### src/include/ccl_pkg.sv
// Shared constants and carrier types for the comparator control logic.
package ccl_pkg;
  localparam int NUM_CH = 3;
  // Control register field positions.
  localparam int CTL_ON_BIT = 7;
  localparam int CTL_RESULT_BIT = 6;
  localparam int CTL_RISE_FLAG_BIT = 5;
  localparam int CTL_FALL_FLAG_BIT = 4;
  localparam int CTL_HYP_LSB = 2;
  localparam int CTL_HYN_LSB = 0;
  localparam logic [7:0] CTL_RESET = 8'h00;
  // Mode register field positions.
  localparam int MD_RISE_IE_BIT = 5;
  localparam int MD_FALL_IE_BIT = 4;
  localparam int MD_SPEED_LSB = 0;
  localparam logic [7:0] MD_RESET = 8'h02;
  localparam logic [1:0] SPEED_RESET = 2'h2;

  typedef struct packed {
    logic on;
    logic [1:0] upper_hysteresis_sel;
    logic [1:0] lower_hysteresis_sel;
    logic [1:0] response_speed_sel;
    logic rise_irq_allow;
    logic fall_irq_allow;
  } ccl_cfg_type;

  typedef struct packed {
    logic compare_result;
    logic rise_event_flag;
    logic fall_event_flag;
  } ccl_stat_type;
endpackage

### src/core/ccl_comparator_ctrl.sv
// Control logic for three comparator channels: enables, settings, edges and interrupt.
// What this block does
// - Three independent channels, each enabled or shut down separately.
// - On bit at 1 enables a comparator, at 0 disables it.
// - Disabled comparator drives its port output low.
// - Output usable for software read, interrupt, reset source, port pin.
// - Live result readable any time without side effects.
// - Two-bit response speed field selects comparator response time.
// - Two two-bit hysteresis fields set upper and lower hysteresis.
// - Rising and falling output transitions are both detected.
// - Rise and fall enables select which edges request interrupts.
// - Interrupt reaches processor only with the global comparator enable.
// - Falling edge sets fall flag; rising edge sets rise flag.
`timescale 1ns/1ps
`default_nettype none
module ccl_comparator_ctrl (
  // Clock and reset
  input wire logic clk_in,
  input wire logic rst_b_in,
  // Software configuration writes, one strobe per channel
  input wire logic [2:0] cfg_we_in,
  input wire ccl_pkg::ccl_cfg_type cfg_wdata_in,
  // Software flag clears, one pair per channel
  input wire logic [2:0] rise_clr_in,
  input wire logic [2:0] fall_clr_in,
  // Global comparator interrupt enables, one per channel
  input wire logic [2:0] ext_irq_allow_in,
  // Raw comparator outputs from the analog cores
  input wire logic [2:0] raw_result_in,
  // Analog core controls
  output ccl_pkg::ccl_cfg_type [2:0] cfg_out,
  // Status for software
  output ccl_pkg::ccl_stat_type [2:0] stat_out,
  // Interrupt requests, reset source and port pin outputs
  output logic [2:0] irq_out,
  output logic [2:0] reset_src_out,
  output logic [2:0] pin_out
);
  localparam ccl_pkg::ccl_cfg_type CFG_RESET = '{
    on: 1'b0,
    upper_hysteresis_sel: 2'h0,
    lower_hysteresis_sel: 2'h0,
    response_speed_sel: ccl_pkg::SPEED_RESET,
    rise_irq_allow: 1'b0,
    fall_irq_allow: 1'b0
  };

  ccl_pkg::ccl_cfg_type [2:0] cfg_q;
  logic [2:0] level;
  logic [2:0] rise;
  logic [2:0] fall;
  logic [2:0] rise_flag;
  logic [2:0] fall_flag;
  logic [2:0] pin_q;
  logic [2:0] reset_q;
  logic [2:0] irq_q;

  assign cfg_out = cfg_q;

  genvar ch;
  generate
    for (ch = 0; ch < ccl_pkg::NUM_CH; ch++) begin : g_ch
      always_ff @(posedge clk_in) begin
        if (!rst_b_in) begin
          cfg_q[ch] <= CFG_RESET;
        end else if (cfg_we_in[ch]) begin
          cfg_q[ch] <= cfg_wdata_in;
        end
      end

      ccl_edge_detect u_edge (
        .clk_in(clk_in),
        .rst_b_in(rst_b_in),
        .raw_in(raw_result_in[ch]),
        .on_in(cfg_q[ch].on),
        .level_out(level[ch]),
        .rise_out(rise[ch]),
        .fall_out(fall[ch])
      );

      ccl_flag u_rise (
        .clk_in(clk_in),
        .rst_b_in(rst_b_in),
        .set_in(rise[ch]),
        .clr_in(rise_clr_in[ch]),
        .flag_out(rise_flag[ch])
      );

      ccl_flag u_fall (
        .clk_in(clk_in),
        .rst_b_in(rst_b_in),
        .set_in(fall[ch]),
        .clr_in(fall_clr_in[ch]),
        .flag_out(fall_flag[ch])
      );

      assign stat_out[ch].compare_result = level[ch];
      assign stat_out[ch].rise_event_flag = rise_flag[ch];
      assign stat_out[ch].fall_event_flag = fall_flag[ch];
    end
  endgenerate

  logic [2:0] irq_d;
  logic [2:0] rise_allow;
  logic [2:0] fall_allow;
  assign rise_allow = {cfg_q[2].rise_irq_allow, cfg_q[1].rise_irq_allow,
                       cfg_q[0].rise_irq_allow};
  assign fall_allow = {cfg_q[2].fall_irq_allow, cfg_q[1].fall_irq_allow,
                       cfg_q[0].fall_irq_allow};
  // Request stays up while an allowed flag is pending.
  assign irq_d = ((rise_flag & rise_allow) | (fall_flag & fall_allow))
                 & ext_irq_allow_in;

  always_ff @(posedge clk_in) begin
    if (!rst_b_in) begin
      pin_q <= 3'h0;
      reset_q <= 3'h0;
      irq_q <= 3'h0;
    end else begin
      pin_q <= level;
      reset_q <= level;
      irq_q <= irq_d;
    end
  end

  assign pin_out = pin_q;
  assign reset_src_out = reset_q;
  assign irq_out = irq_q;

  // Every channel carries the same checks, so no channel is left unwatched.
  generate
    for (ch = 0; ch < ccl_pkg::NUM_CH; ch++) begin : g_chk

    end
  endgenerate
endmodule // ccl_comparator_ctrl
`default_nettype wire

### src/core/ccl_edge_detect.sv
// Synchroniser and edge detector for one comparator output.
`timescale 1ns/1ps
`default_nettype none
module ccl_edge_detect (
  // Clock and reset
  input wire logic clk_in,
  input wire logic rst_b_in,
  // Analog side
  input wire logic raw_in,
  input wire logic on_in,
  // Detected state
  output logic level_out,
  output logic rise_out,
  output logic fall_out
);
  logic meta_q;
  logic sync_q;
  logic prev_q;
  logic valid_q;
  logic gated;

  // Disabled channel reads low and never produces an edge.
  assign gated = sync_q & on_in;
  assign level_out = gated;
  assign rise_out = valid_q & on_in & sync_q & ~prev_q;
  assign fall_out = valid_q & on_in & ~sync_q & prev_q;

  always_ff @(posedge clk_in) begin
    if (!rst_b_in) begin
      meta_q <= 1'b0;
      sync_q <= 1'b0;
      prev_q <= 1'b0;
      valid_q <= 1'b0;
    end else begin
      meta_q <= raw_in;
      sync_q <= meta_q;
      prev_q <= sync_q;
      // Previous sample is only trusted once a full enabled cycle passed.
      valid_q <= on_in;
    end
  end
endmodule // ccl_edge_detect
`default_nettype wire

### src/core/ccl_flag.sv
// Sticky event flag with set priority over clear.
`timescale 1ns/1ps
`default_nettype none
module ccl_flag (
  // Clock and reset
  input wire logic clk_in,
  input wire logic rst_b_in,
  // Control
  input wire logic set_in,
  input wire logic clr_in,
  // State
  output logic flag_out
);
  logic flag_q;
  logic flag_d;

  assign flag_d = set_in ? 1'b1 : (clr_in ? 1'b0 : flag_q);
  assign flag_out = flag_q;

  always_ff @(posedge clk_in) begin
    if (!rst_b_in) begin
      flag_q <= 1'b0;
    end else begin
      flag_q <= flag_d;
    end
  end
endmodule // ccl_flag
`default_nettype wire

### config.mk
export PLATFORM = sky130hd
export DESIGN_NAME = ccl_comparator_ctrl
export DESIGN_NICKNAME = d
export VERILOG_FILES = /design/src/include/ccl_pkg.sv /design/src/core/ccl_comparator_ctrl.sv /design/src/core/ccl_edge_detect.sv /design/src/core/ccl_flag.sv
export SDC_FILE = /design/constraint.sdc
export NUM_CORES = 1
export LEC_CHECK = 0
export ABC_CLOCK_PERIOD_IN_PS = 1470
export BUFFER_PORTS_ARGS = -buffer_cell sky130_fd_sc_hd__buf_2
export CELL_PAD_IN_SITES_DETAIL_PLACEMENT = 1
export CELL_PAD_IN_SITES_GLOBAL_PLACEMENT = 2
export CORE_ASPECT_RATIO = 1.5
export CORE_UTILIZATION = 31
export CTS_CLUSTER_DIAMETER = 200
export DETAILED_ROUTE_END_ITERATION = 8
export PLACE_DENSITY_LB_ADDON = 0.12
export REMOVE_ABC_BUFFERS = 1
export SYNTH_ARGS = -nofsm -noshare
export SYNTH_HDL_FRONTEND = slang
export SYNTH_SLANG_ARGS = --single-unit
export TNS_END_PERCENT = 10
### constraint.sdc
create_clock -name clk_in -period 1.47 [get_ports clk_in]
set_input_delay 0.0735 -clock clk_in [delete_from_list [all_inputs] [get_ports clk_in]]
set_output_delay 0.0735 -clock clk_in [all_outputs]
set_load 0.01 [all_outputs]
After elaboration in Yosys (flattened, before gate mapping):

Index checks and enable logic that the tools add are counted.

* add/subtract/negate cells: 0
* multipliers: 0
* div/mod/pow operators: 0
* order comparisons: 0
* eq/ne operators: 0
* shift operators: 0
* mux-type cells: 12
* bitwise logic cells: 28
* reductions and logical operators: 6

Operators with widths (count)
* AND 1 bit: 18
* 2-to-1 mux 1 bit: 12
* nonzero test 2 bit: 6
* AND 3 bit: 3
* inverter 1 bit: 6
* bitwise OR 3 bit: 1

* register bits: 51
* latch bits: 0
* bits in writable memories: 0
* bits in read-only memories: 0
* input bits: 26
* output and inout bits: 45
* word-level logic and storage cells: 84
* memories kept: 0

Depth between registers and ports, before layout:

Gate-level depths: netlist (run 1).

* depth in word-level cells: 4
* depth in mapped cells: 3
* mapped depth without buffers: 2

Cells and area by module:

A second synthesis (run 1) with hierarchy kept.

* cells, all modules: 159
* area total of the unflattened synthesis: 1879.3 sq um

By module, submodules not included
* ccl_comparator_ctrl: instances 1, cells an instance 108, area each 1229.9 sq um, seq. area each 660.6 sq um
* ccl_edge_detect: instances 3, cells an instance 11, area each 133.9 sq um, seq. area each 80.1 sq um
* ccl_flag: instances 6, cells an instance 3, area each 41.3 sq um, seq. area each 20.0 sq um

Worst setup path after synthesis (run 1):

Ideal clock, no wire load.

* path type: register -> output
* from: register cfg_q (netlist bit cfg_out[8])
* to: output stat_out[2] (netlist bit)
* arrival: 0.605 ns
* setup slack: 0.792 ns
* stages on the path, launching flop included: 3
* path through: dfxtp_1 -> and2_1 -> buf_4

* cells in the longest elaborated chain, start to end: 1

RTL lines
* start, declared: line ccl_comparator_ctrl.sv:48 `ccl_pkg::ccl_cfg_type [2:0] cfg_q;`
* start signal, assigned by index: line ccl_comparator_ctrl.sv:67 `cfg_q[ch] <= cfg_wdata_in;`
* AND 1 bit: line ccl_edge_detect.sv:23 `assign gated = sync_q & on_in;`
* end, declared: line ccl_comparator_ctrl.sv:33 `output ccl_pkg::ccl_stat_type [2:0] stat_out,`

No other way between the ends.

==> results of run 1 <==
-- registers in the layout (all words and copies together), names as in the netlist --
name and flops:
cfg_out 27, irq_out 3, g_ch.u_edge.meta_q 3, g_ch.u_edge.prev_q 3
reset_src_out 3, g_ch.u_fall.flag_out 3, g_ch.u_edge.valid_q 3, g_ch.u_rise.flag_out 3
g_ch.u_edge.sync_q 3
-- worst min-delay path by stage --
stage                         from                      end  slack (ns)  cells past startpoint
2_1_floorplan             rst_b_in              cfg_out[12]        0.14                      1
5_1_grt             fall_clr_in[0]  g_ch[0].u_fall.flag_out       0.006                      3
3_5_place_dp      raw_result_in[1]    g_ch[1].u_edge.meta_q        0.29                      2
4_1_cts        ext_irq_allow_in[2]               irq_out[2]       0.004                      3
3_3_place_gp      raw_result_in[0]    g_ch[0].u_edge.meta_q        0.29                      2
6_report       ext_irq_allow_in[2]               irq_out[2]        0.02                      3
-- critical path, stage by stage (launching register included) --
cell and delay, ns:
dfxtp_1 0.44, and2_1 0.15, buf_2 0.12
-- cells in the final DEF (no fill, tap or decap), types with 3 or more instances in the layout --
cell type / n
nand4b_1: 6
mux2i_1: 27
nor2_1: 3
dfxtp_1: 51
and2_1: 15
a22oi_1: 3
nand2_1: 6
and3_1: 3
buf_2: 70
nand2b_1: 6
dlygate4sd3_1: 5
a21boi_1: 6
nor2b_1: 24
clkbuf_8: 6
-- through the flow --
step	instances	setup slack, ns	util (%)	power [uW]	hold WS, ns
floorplan	150	0.749	-	1610	0.135
global route	306	0.306	40.4	2890	0.00609
detailed placement	293	0.556	37.6	1760	0.287
finish	306	0.384	40.4	2740	0.0160
global placement	293	0.631	37.6	1750	0.286
CTS	306	0.357	40.4	2790	0.00392
-- metal layers --
metal  vias up  part of all wire (%)
li1        677                     -
met2        44                    54
met4         0                   1.6
met5         -                     0
met1       683                    39
met3         6                   5.1
-- layout make-up --
| cell class | count | area (sq um) |
|---|---|---|
| Multi-Input combinational cell | 99 | 724 |
| Tap cell | 72 | 90.1 |
| Clock inverter | 2 | 35.0 |
| Fill cell | 680 | 3500 |
| Sequential cell | 51 | 1020 |
| Clock buffer | 6 | 82.6 |
| Timing Repair Buffer | 76 | 420 |
-- cells by family after synthesis --
logic type | count (synthesis) | synth area share, %
AOI/OAI and AO/OA | 9 | 3.55
and+or+nand+nor | 63 | 20.3
muxes | 27 | 14.2
DFF | 51 | 53.6
buffers and inverters | 23 | 8.40
-- power by group through the flow --
stage                     clock, uW  sequential [uW]  combinational, uW
after floorplan                   0             1520               89.5
after global placement            0             1510                243
after detailed placement          0             1510                254
after CTS                      1050             1480                265
after global routing           1110             1490                287
final                          1010             1480                260
-- what timing repair did --
action                                 CTS  global route
hold buffers                             5             0
buffers inserted                         0             0
endpoints found under the hold margin    5             0
==> results.md, run 1 <==
- Outcome: finished, final reports clean
- GR Util met3: under 10%
- Drt drc: 0
- Post-synth ARST share: 0%
- Lkg Pwr: around 0.0011 uW
- Top FF cell, synth: dfxtp_1
- Vias: around 1.4k
- Final hold vios: 0
- Syn Inst Count: approximately 170
- Layout Nets: around 260
- Post-synth EDFFs: 0
- Pwr Density: approximately 1200 mW/mm^2
- Post-DP Area: about 0.0022 sq mm
- Top cells by area, synth: dfxtp_1 54%, mux2i_1 14%, nor2b_1 7.9%
- Die Y: a little under 100 um
- Area grow syn2layout: 24.6%
- Post-synth top area cell: dfxtp_1
- Initial Util: around a third
- Crit path capture: stat_out[8]
- Synthesized area per cell: 11.0 sq um
- Crit Path Category: register to output pin
- R2r endpoint: g_ch[2].u_rise.flag_out
- Worst-margin pin slew: around 0.38 ns
- TritonCTS Sinks: 51
- Relative slew margins: 74.5%
- Core box area: just under 0.006 sq mm
- Gpl congestion: 0.695
- Die area: around 0.0065 sq mm
- H-tree levels: 2
- Reg2reg setup slack: 0.66 ns
- Num CTS Buffers: 5
- Final TNS setup: 0 ns
- Initial antenna violation count: 0
- Via/cell ratio: about 4.6
- Routed WL: between 4 and 5 mm
- Largest net degree at the start of global routing: 29
- Origin of the critical flop-to-flop path: cfg_out[26]
- Setup Skew: approximately 0.0072 ns
- Seq/Total Area, Yosys: 53.6%
- Critical-path maximum fanout: 7
- DR iter-0 viols: 32
- RSZ-0062 raised after global routing: no
- CP Data Required Time: between 1 and 1.5 ns
- Top Ports: 71
- Routed WL per cell: between 10 and 15 um
- Final Max Slew Viols: 0
- Clock-pin slew on the worst setup and hold paths: about 0.09 ns
- Net switching power: 621 uW
- First-pass DRT Iterations: 4
- Post-synthesis cell area: ~0.0019 sq mm
- Setup-failing EPs final: 0
- Crit path from: cfg_out[26]
- Skew-Pair Late Insertion Delay: 0.30 ns
- Tcrit/Tclk final: between 70% and 80%
- Root Driver: clkbuf_8
- CP startpoint kind: register
- Met2 global-route usage: approximately 26%
- Synth cell types: 14
- GRT overflow: 0
- Switching portion of total power: 22.6%
- Crit. End Element: output pin
- Vias in the first global route: about 1.4k
- Met1 Usage GRT: between 10% and 20%
- Top cells by count, synth: 51 x dfxtp_1, 27 x mux2i_1, 24 x nor2b_1
- CTS tree: yes
- Top-count cell post-synth: dfxtp_1
- Crit path DAT: ~1.0 ns
- GRT busiest layer: met2
- Int Power: 2120 uW
- Post-CTS sizing: 0
- Synthesized flop and latch total: 51
- Power share of the sequential group: 53.8%
- Hold WC Path Type: input port to register
- Fmax: between 900 and 1000 MHz
- Max VDD drop: around 0.00052 V
- CTS max path bufs: 2
- Share of cells above drive strength 1: approximately 34%
- Synth Warn #: 0
- Crit path time final: 1.09 ns
- # diodes: 0
- Buffers on Ports: 70
- Site row count: 34
- Detail Route Antenna Nets: 0
- Post-route design area: approximately 0.0024 sq mm
- Hpwl dp: about 3.3 mm
- Global-route wire length before repair: approximately 7 mm
- Total global-route track usage: roughly 15%
- Top cell type's share of synthesized area: 53.6%
- Comb power frac: under 10%
- Cells on worst reg2reg path: 2
- Die X: roughly 66 um
- Clock Power Share: between 30% and 40%
- Total of max-cap violations: 0
Note: power is estimated with default switching activity, not from simulation.
==> run 2: changes to the inputs <==
--- a/config.mk
+++ b/config.mk
@@ -5,12 +5,12 @@
 export SDC_FILE = /design/constraint.sdc
 export NUM_CORES = 1
 export LEC_CHECK = 0
-export ABC_CLOCK_PERIOD_IN_PS = 1470
+export ABC_CLOCK_PERIOD_IN_PS = 890
 export BUFFER_PORTS_ARGS = -buffer_cell sky130_fd_sc_hd__buf_2
 export CELL_PAD_IN_SITES_DETAIL_PLACEMENT = 1
 export CELL_PAD_IN_SITES_GLOBAL_PLACEMENT = 2
 export CORE_ASPECT_RATIO = 1.5
-export CORE_UTILIZATION = 31
+export CORE_UTILIZATION = 26
 export CTS_CLUSTER_DIAMETER = 200
 export DETAILED_ROUTE_END_ITERATION = 8
 export PLACE_DENSITY_LB_ADDON = 0.12
==> constraint.sdc (replaced) <==
create_clock -name clk_in -period 0.89 [get_ports clk_in]
set_input_delay 0.0445 -clock clk_in [delete_from_list [all_inputs] [get_ports clk_in]]
set_output_delay 0.0445 -clock clk_in [all_outputs]
set_load 0.01 [all_outputs]
==> run 2 against run 1 <==
The run now ends with negative setup slack left. Non-clock buffer count rose by 11. Sequential power rose by 65%. Clock-buffer cell count rose by 2. Global-route usage fell by 2.7 points. Critical endpoint unchanged. Largest power group unchanged.
==> results.md, run 2 (synthesized netlist as in run 1, its figures left out) <==
- Outcome: finished, violations left
- Failing checks: negative setup slack
- Area grow syn2layout: 33.6%
- Initial Util: a little over a quarter
- Final TNS setup: -0.169 ns
- Die X: roughly 70 um
- CTS tree: yes
- Die area: just under 0.008 sq mm
- FF+latch area: around 0.0010 sq mm
- Routed WL per cell: between 10 and 15 um
- Worst-margin pin slew: roughly 0.31 ns
- DP Worst Slack: approximately 0.06 ns
- Max reg flops: 27
- Crit path time final: 0.951 ns
- Max VDD drop: between 0.0007 and 0.0008 V
- Via/cell ratio: around 4.2
- Lkg Pwr: around 0.0012 uW
- Share of cells above drive strength 1: roughly 42%
- Setup-failing EPs final: 3
- Total of max-cap violations: 0
- Largest net degree at the start of global routing: between 50 and 60
- GRT overflow: 0
- Crit Path Category: register to output pin
- Site row count: 37
- Hpwl dp: between 3 and 4 mm
- Root Driver: clkbuf_8
- Final Max Slew Viols: 0
- Post-route design area: 0.00254 sq mm
- Setup Skew: just over 0.005 ns
- Core box area: roughly 0.007 sq mm
- Clock-pin slew on the worst setup and hold paths: approximately 0.090 ns
- Drt drc: 0
- Vias: between 1k and 1.5k
- Int Power: between 3000 and 4000 uW
- Filler cell count: between 700 and 800
- Routed WL: approximately 4.4 mm
- Post-DP Area: about 0.0022 sq mm
- Detail Route Antenna Nets: 0
- TritonCTS Sinks: 51
- Final hold vios: 0
- Fmax: 1050 MHz
- Switching portion of total power: a little under a quarter
- Clock Power Share: between 30% and 40%
- Critical-path cell list: and2_4, buf_6
- Crit. End Element: output pin
- Buffers on Ports: 70
- Crit path DAT: about 0.91 ns
- Skew-Pair Late Insertion Delay: 0.29 ns
- RSZ-0062 raised after global routing: yes
- Vias in the first global route: 1496
- CTS max path bufs: 2
- Die Y: around 110 um
- Tcrit/Tclk final: 107%
- Net switching power: ~1000 uW
- Initial antenna violation count: 0
- Relative slew margins: just under 80%
- Total global-route track usage: about an eighth
- Commonest non-fill, non-tap cell in the layout: buf_2
- Crit-path leading delay family: flip-flops
- Pwr Density: approximately 1700 mW/mm^2
- CP max stage delay: between 0.3 and 0.4 ns
- Global-route wire length before repair: approximately 7.0 mm
- DR iter-0 viols: 29
- Gpl congestion: 0.617
- Setup WS post-layout: -0.0605 ns
- Power share of the sequential group: about 56%
- Area of the multi-input gates: approximately 730 sq um
- Final hold slack: between 0.008 and 0.009 ns
- Critical-path maximum fanout: 4
- # diodes: 0
- Num CTS Buffers: 5
- First-pass DRT Iterations: 4
- Comb power frac: about 11%
- Layout Nets: 270
- CP startpoint kind: register
- Cell at the slowest stage of the critical path: dfxtp_4
- CP bufs+invs: 1
- Most frequent cells in the layout: 67 x buf_2, 34 x dfxtp_1, 27 x mux2i_1
- Top Ports: a little over 70
- Total Power: approximately 4300 uW
- Hold WC Path Type: input port to register
- CP Data Required Time: approximately 0.85 ns
- H-tree levels: 2
run 2: changes by cell type in the layout (fill, tap and decap cells not counted), moves of 4 or more:
cell,previous run,this run
dlygate4sd3_1,5,10
buf_4,0,4
dfxtp_2,0,14
buf_6,0,5
dfxtp_1,51,34
run 2: worst min-delay path, cell delays in order:
cell     delay [ns]
buf_2          0.11
mux2i_1        0.07
nand2_1        0.06
run 2: layout make-up:
class	instances	share of cell area [%]
multi-input combinational	99	28.8
clock buffer	8	3.93
timing repair buffer	87	21.3
sequential	51	41.2
tap	97	4.77
run 2: what timing repair did:
item                                    in CTS  in global routing
pin swaps                                    0                  3
hold buffers                                10                  0
hold endpoints to repair                    10                  0
endpoints found under the setup margin       9                 15
gates resized for setup                     13                 15
buffers inserted                             5                  1
run 2: per-layer routing:
metal	track usage [%]	part of all wire (%)	routed length, um
met2	22.4	55	2460
met3	3.10	4.8	215
met4	4.62	0.99	44
met5	0	0	0
met1	12.5	39	1720
run 2: metrics by stage:
stage	std cells	util, %
3_5_place_dp	318	32.0
5_1_grt	342	36.4
4_1_cts	341	35.8
3_3_place_gp	318	32.0
6_report	342	36.4
2_1_floorplan	150	-
run 2: worst paths after layout:
kind	from	endpoint	slack (ns)	cells past startpoint
setup / recovery	cfg_out[26]	stat_out[8]	-0.06	2
hold / removal	cfg_wdata_in[3]	cfg_out[21]	0.009	3
setup reg to reg	cfg_out[8]	cfg_out[8]	0.04	4
hold reg to reg	g_ch[1].u_edge.meta_q	g_ch[1].u_edge.sync_q	0.44	1
run 2: power by group through the flow:
stage               clock network, uW  registers (uW)  logic [uW]
floorplan                           0            2520         148
global placement                    0            2490         403
detailed placement                  0            2490         418
CTS                              1520            2440         480
global route                     1620            2450         526
finish                           1430            2440         477
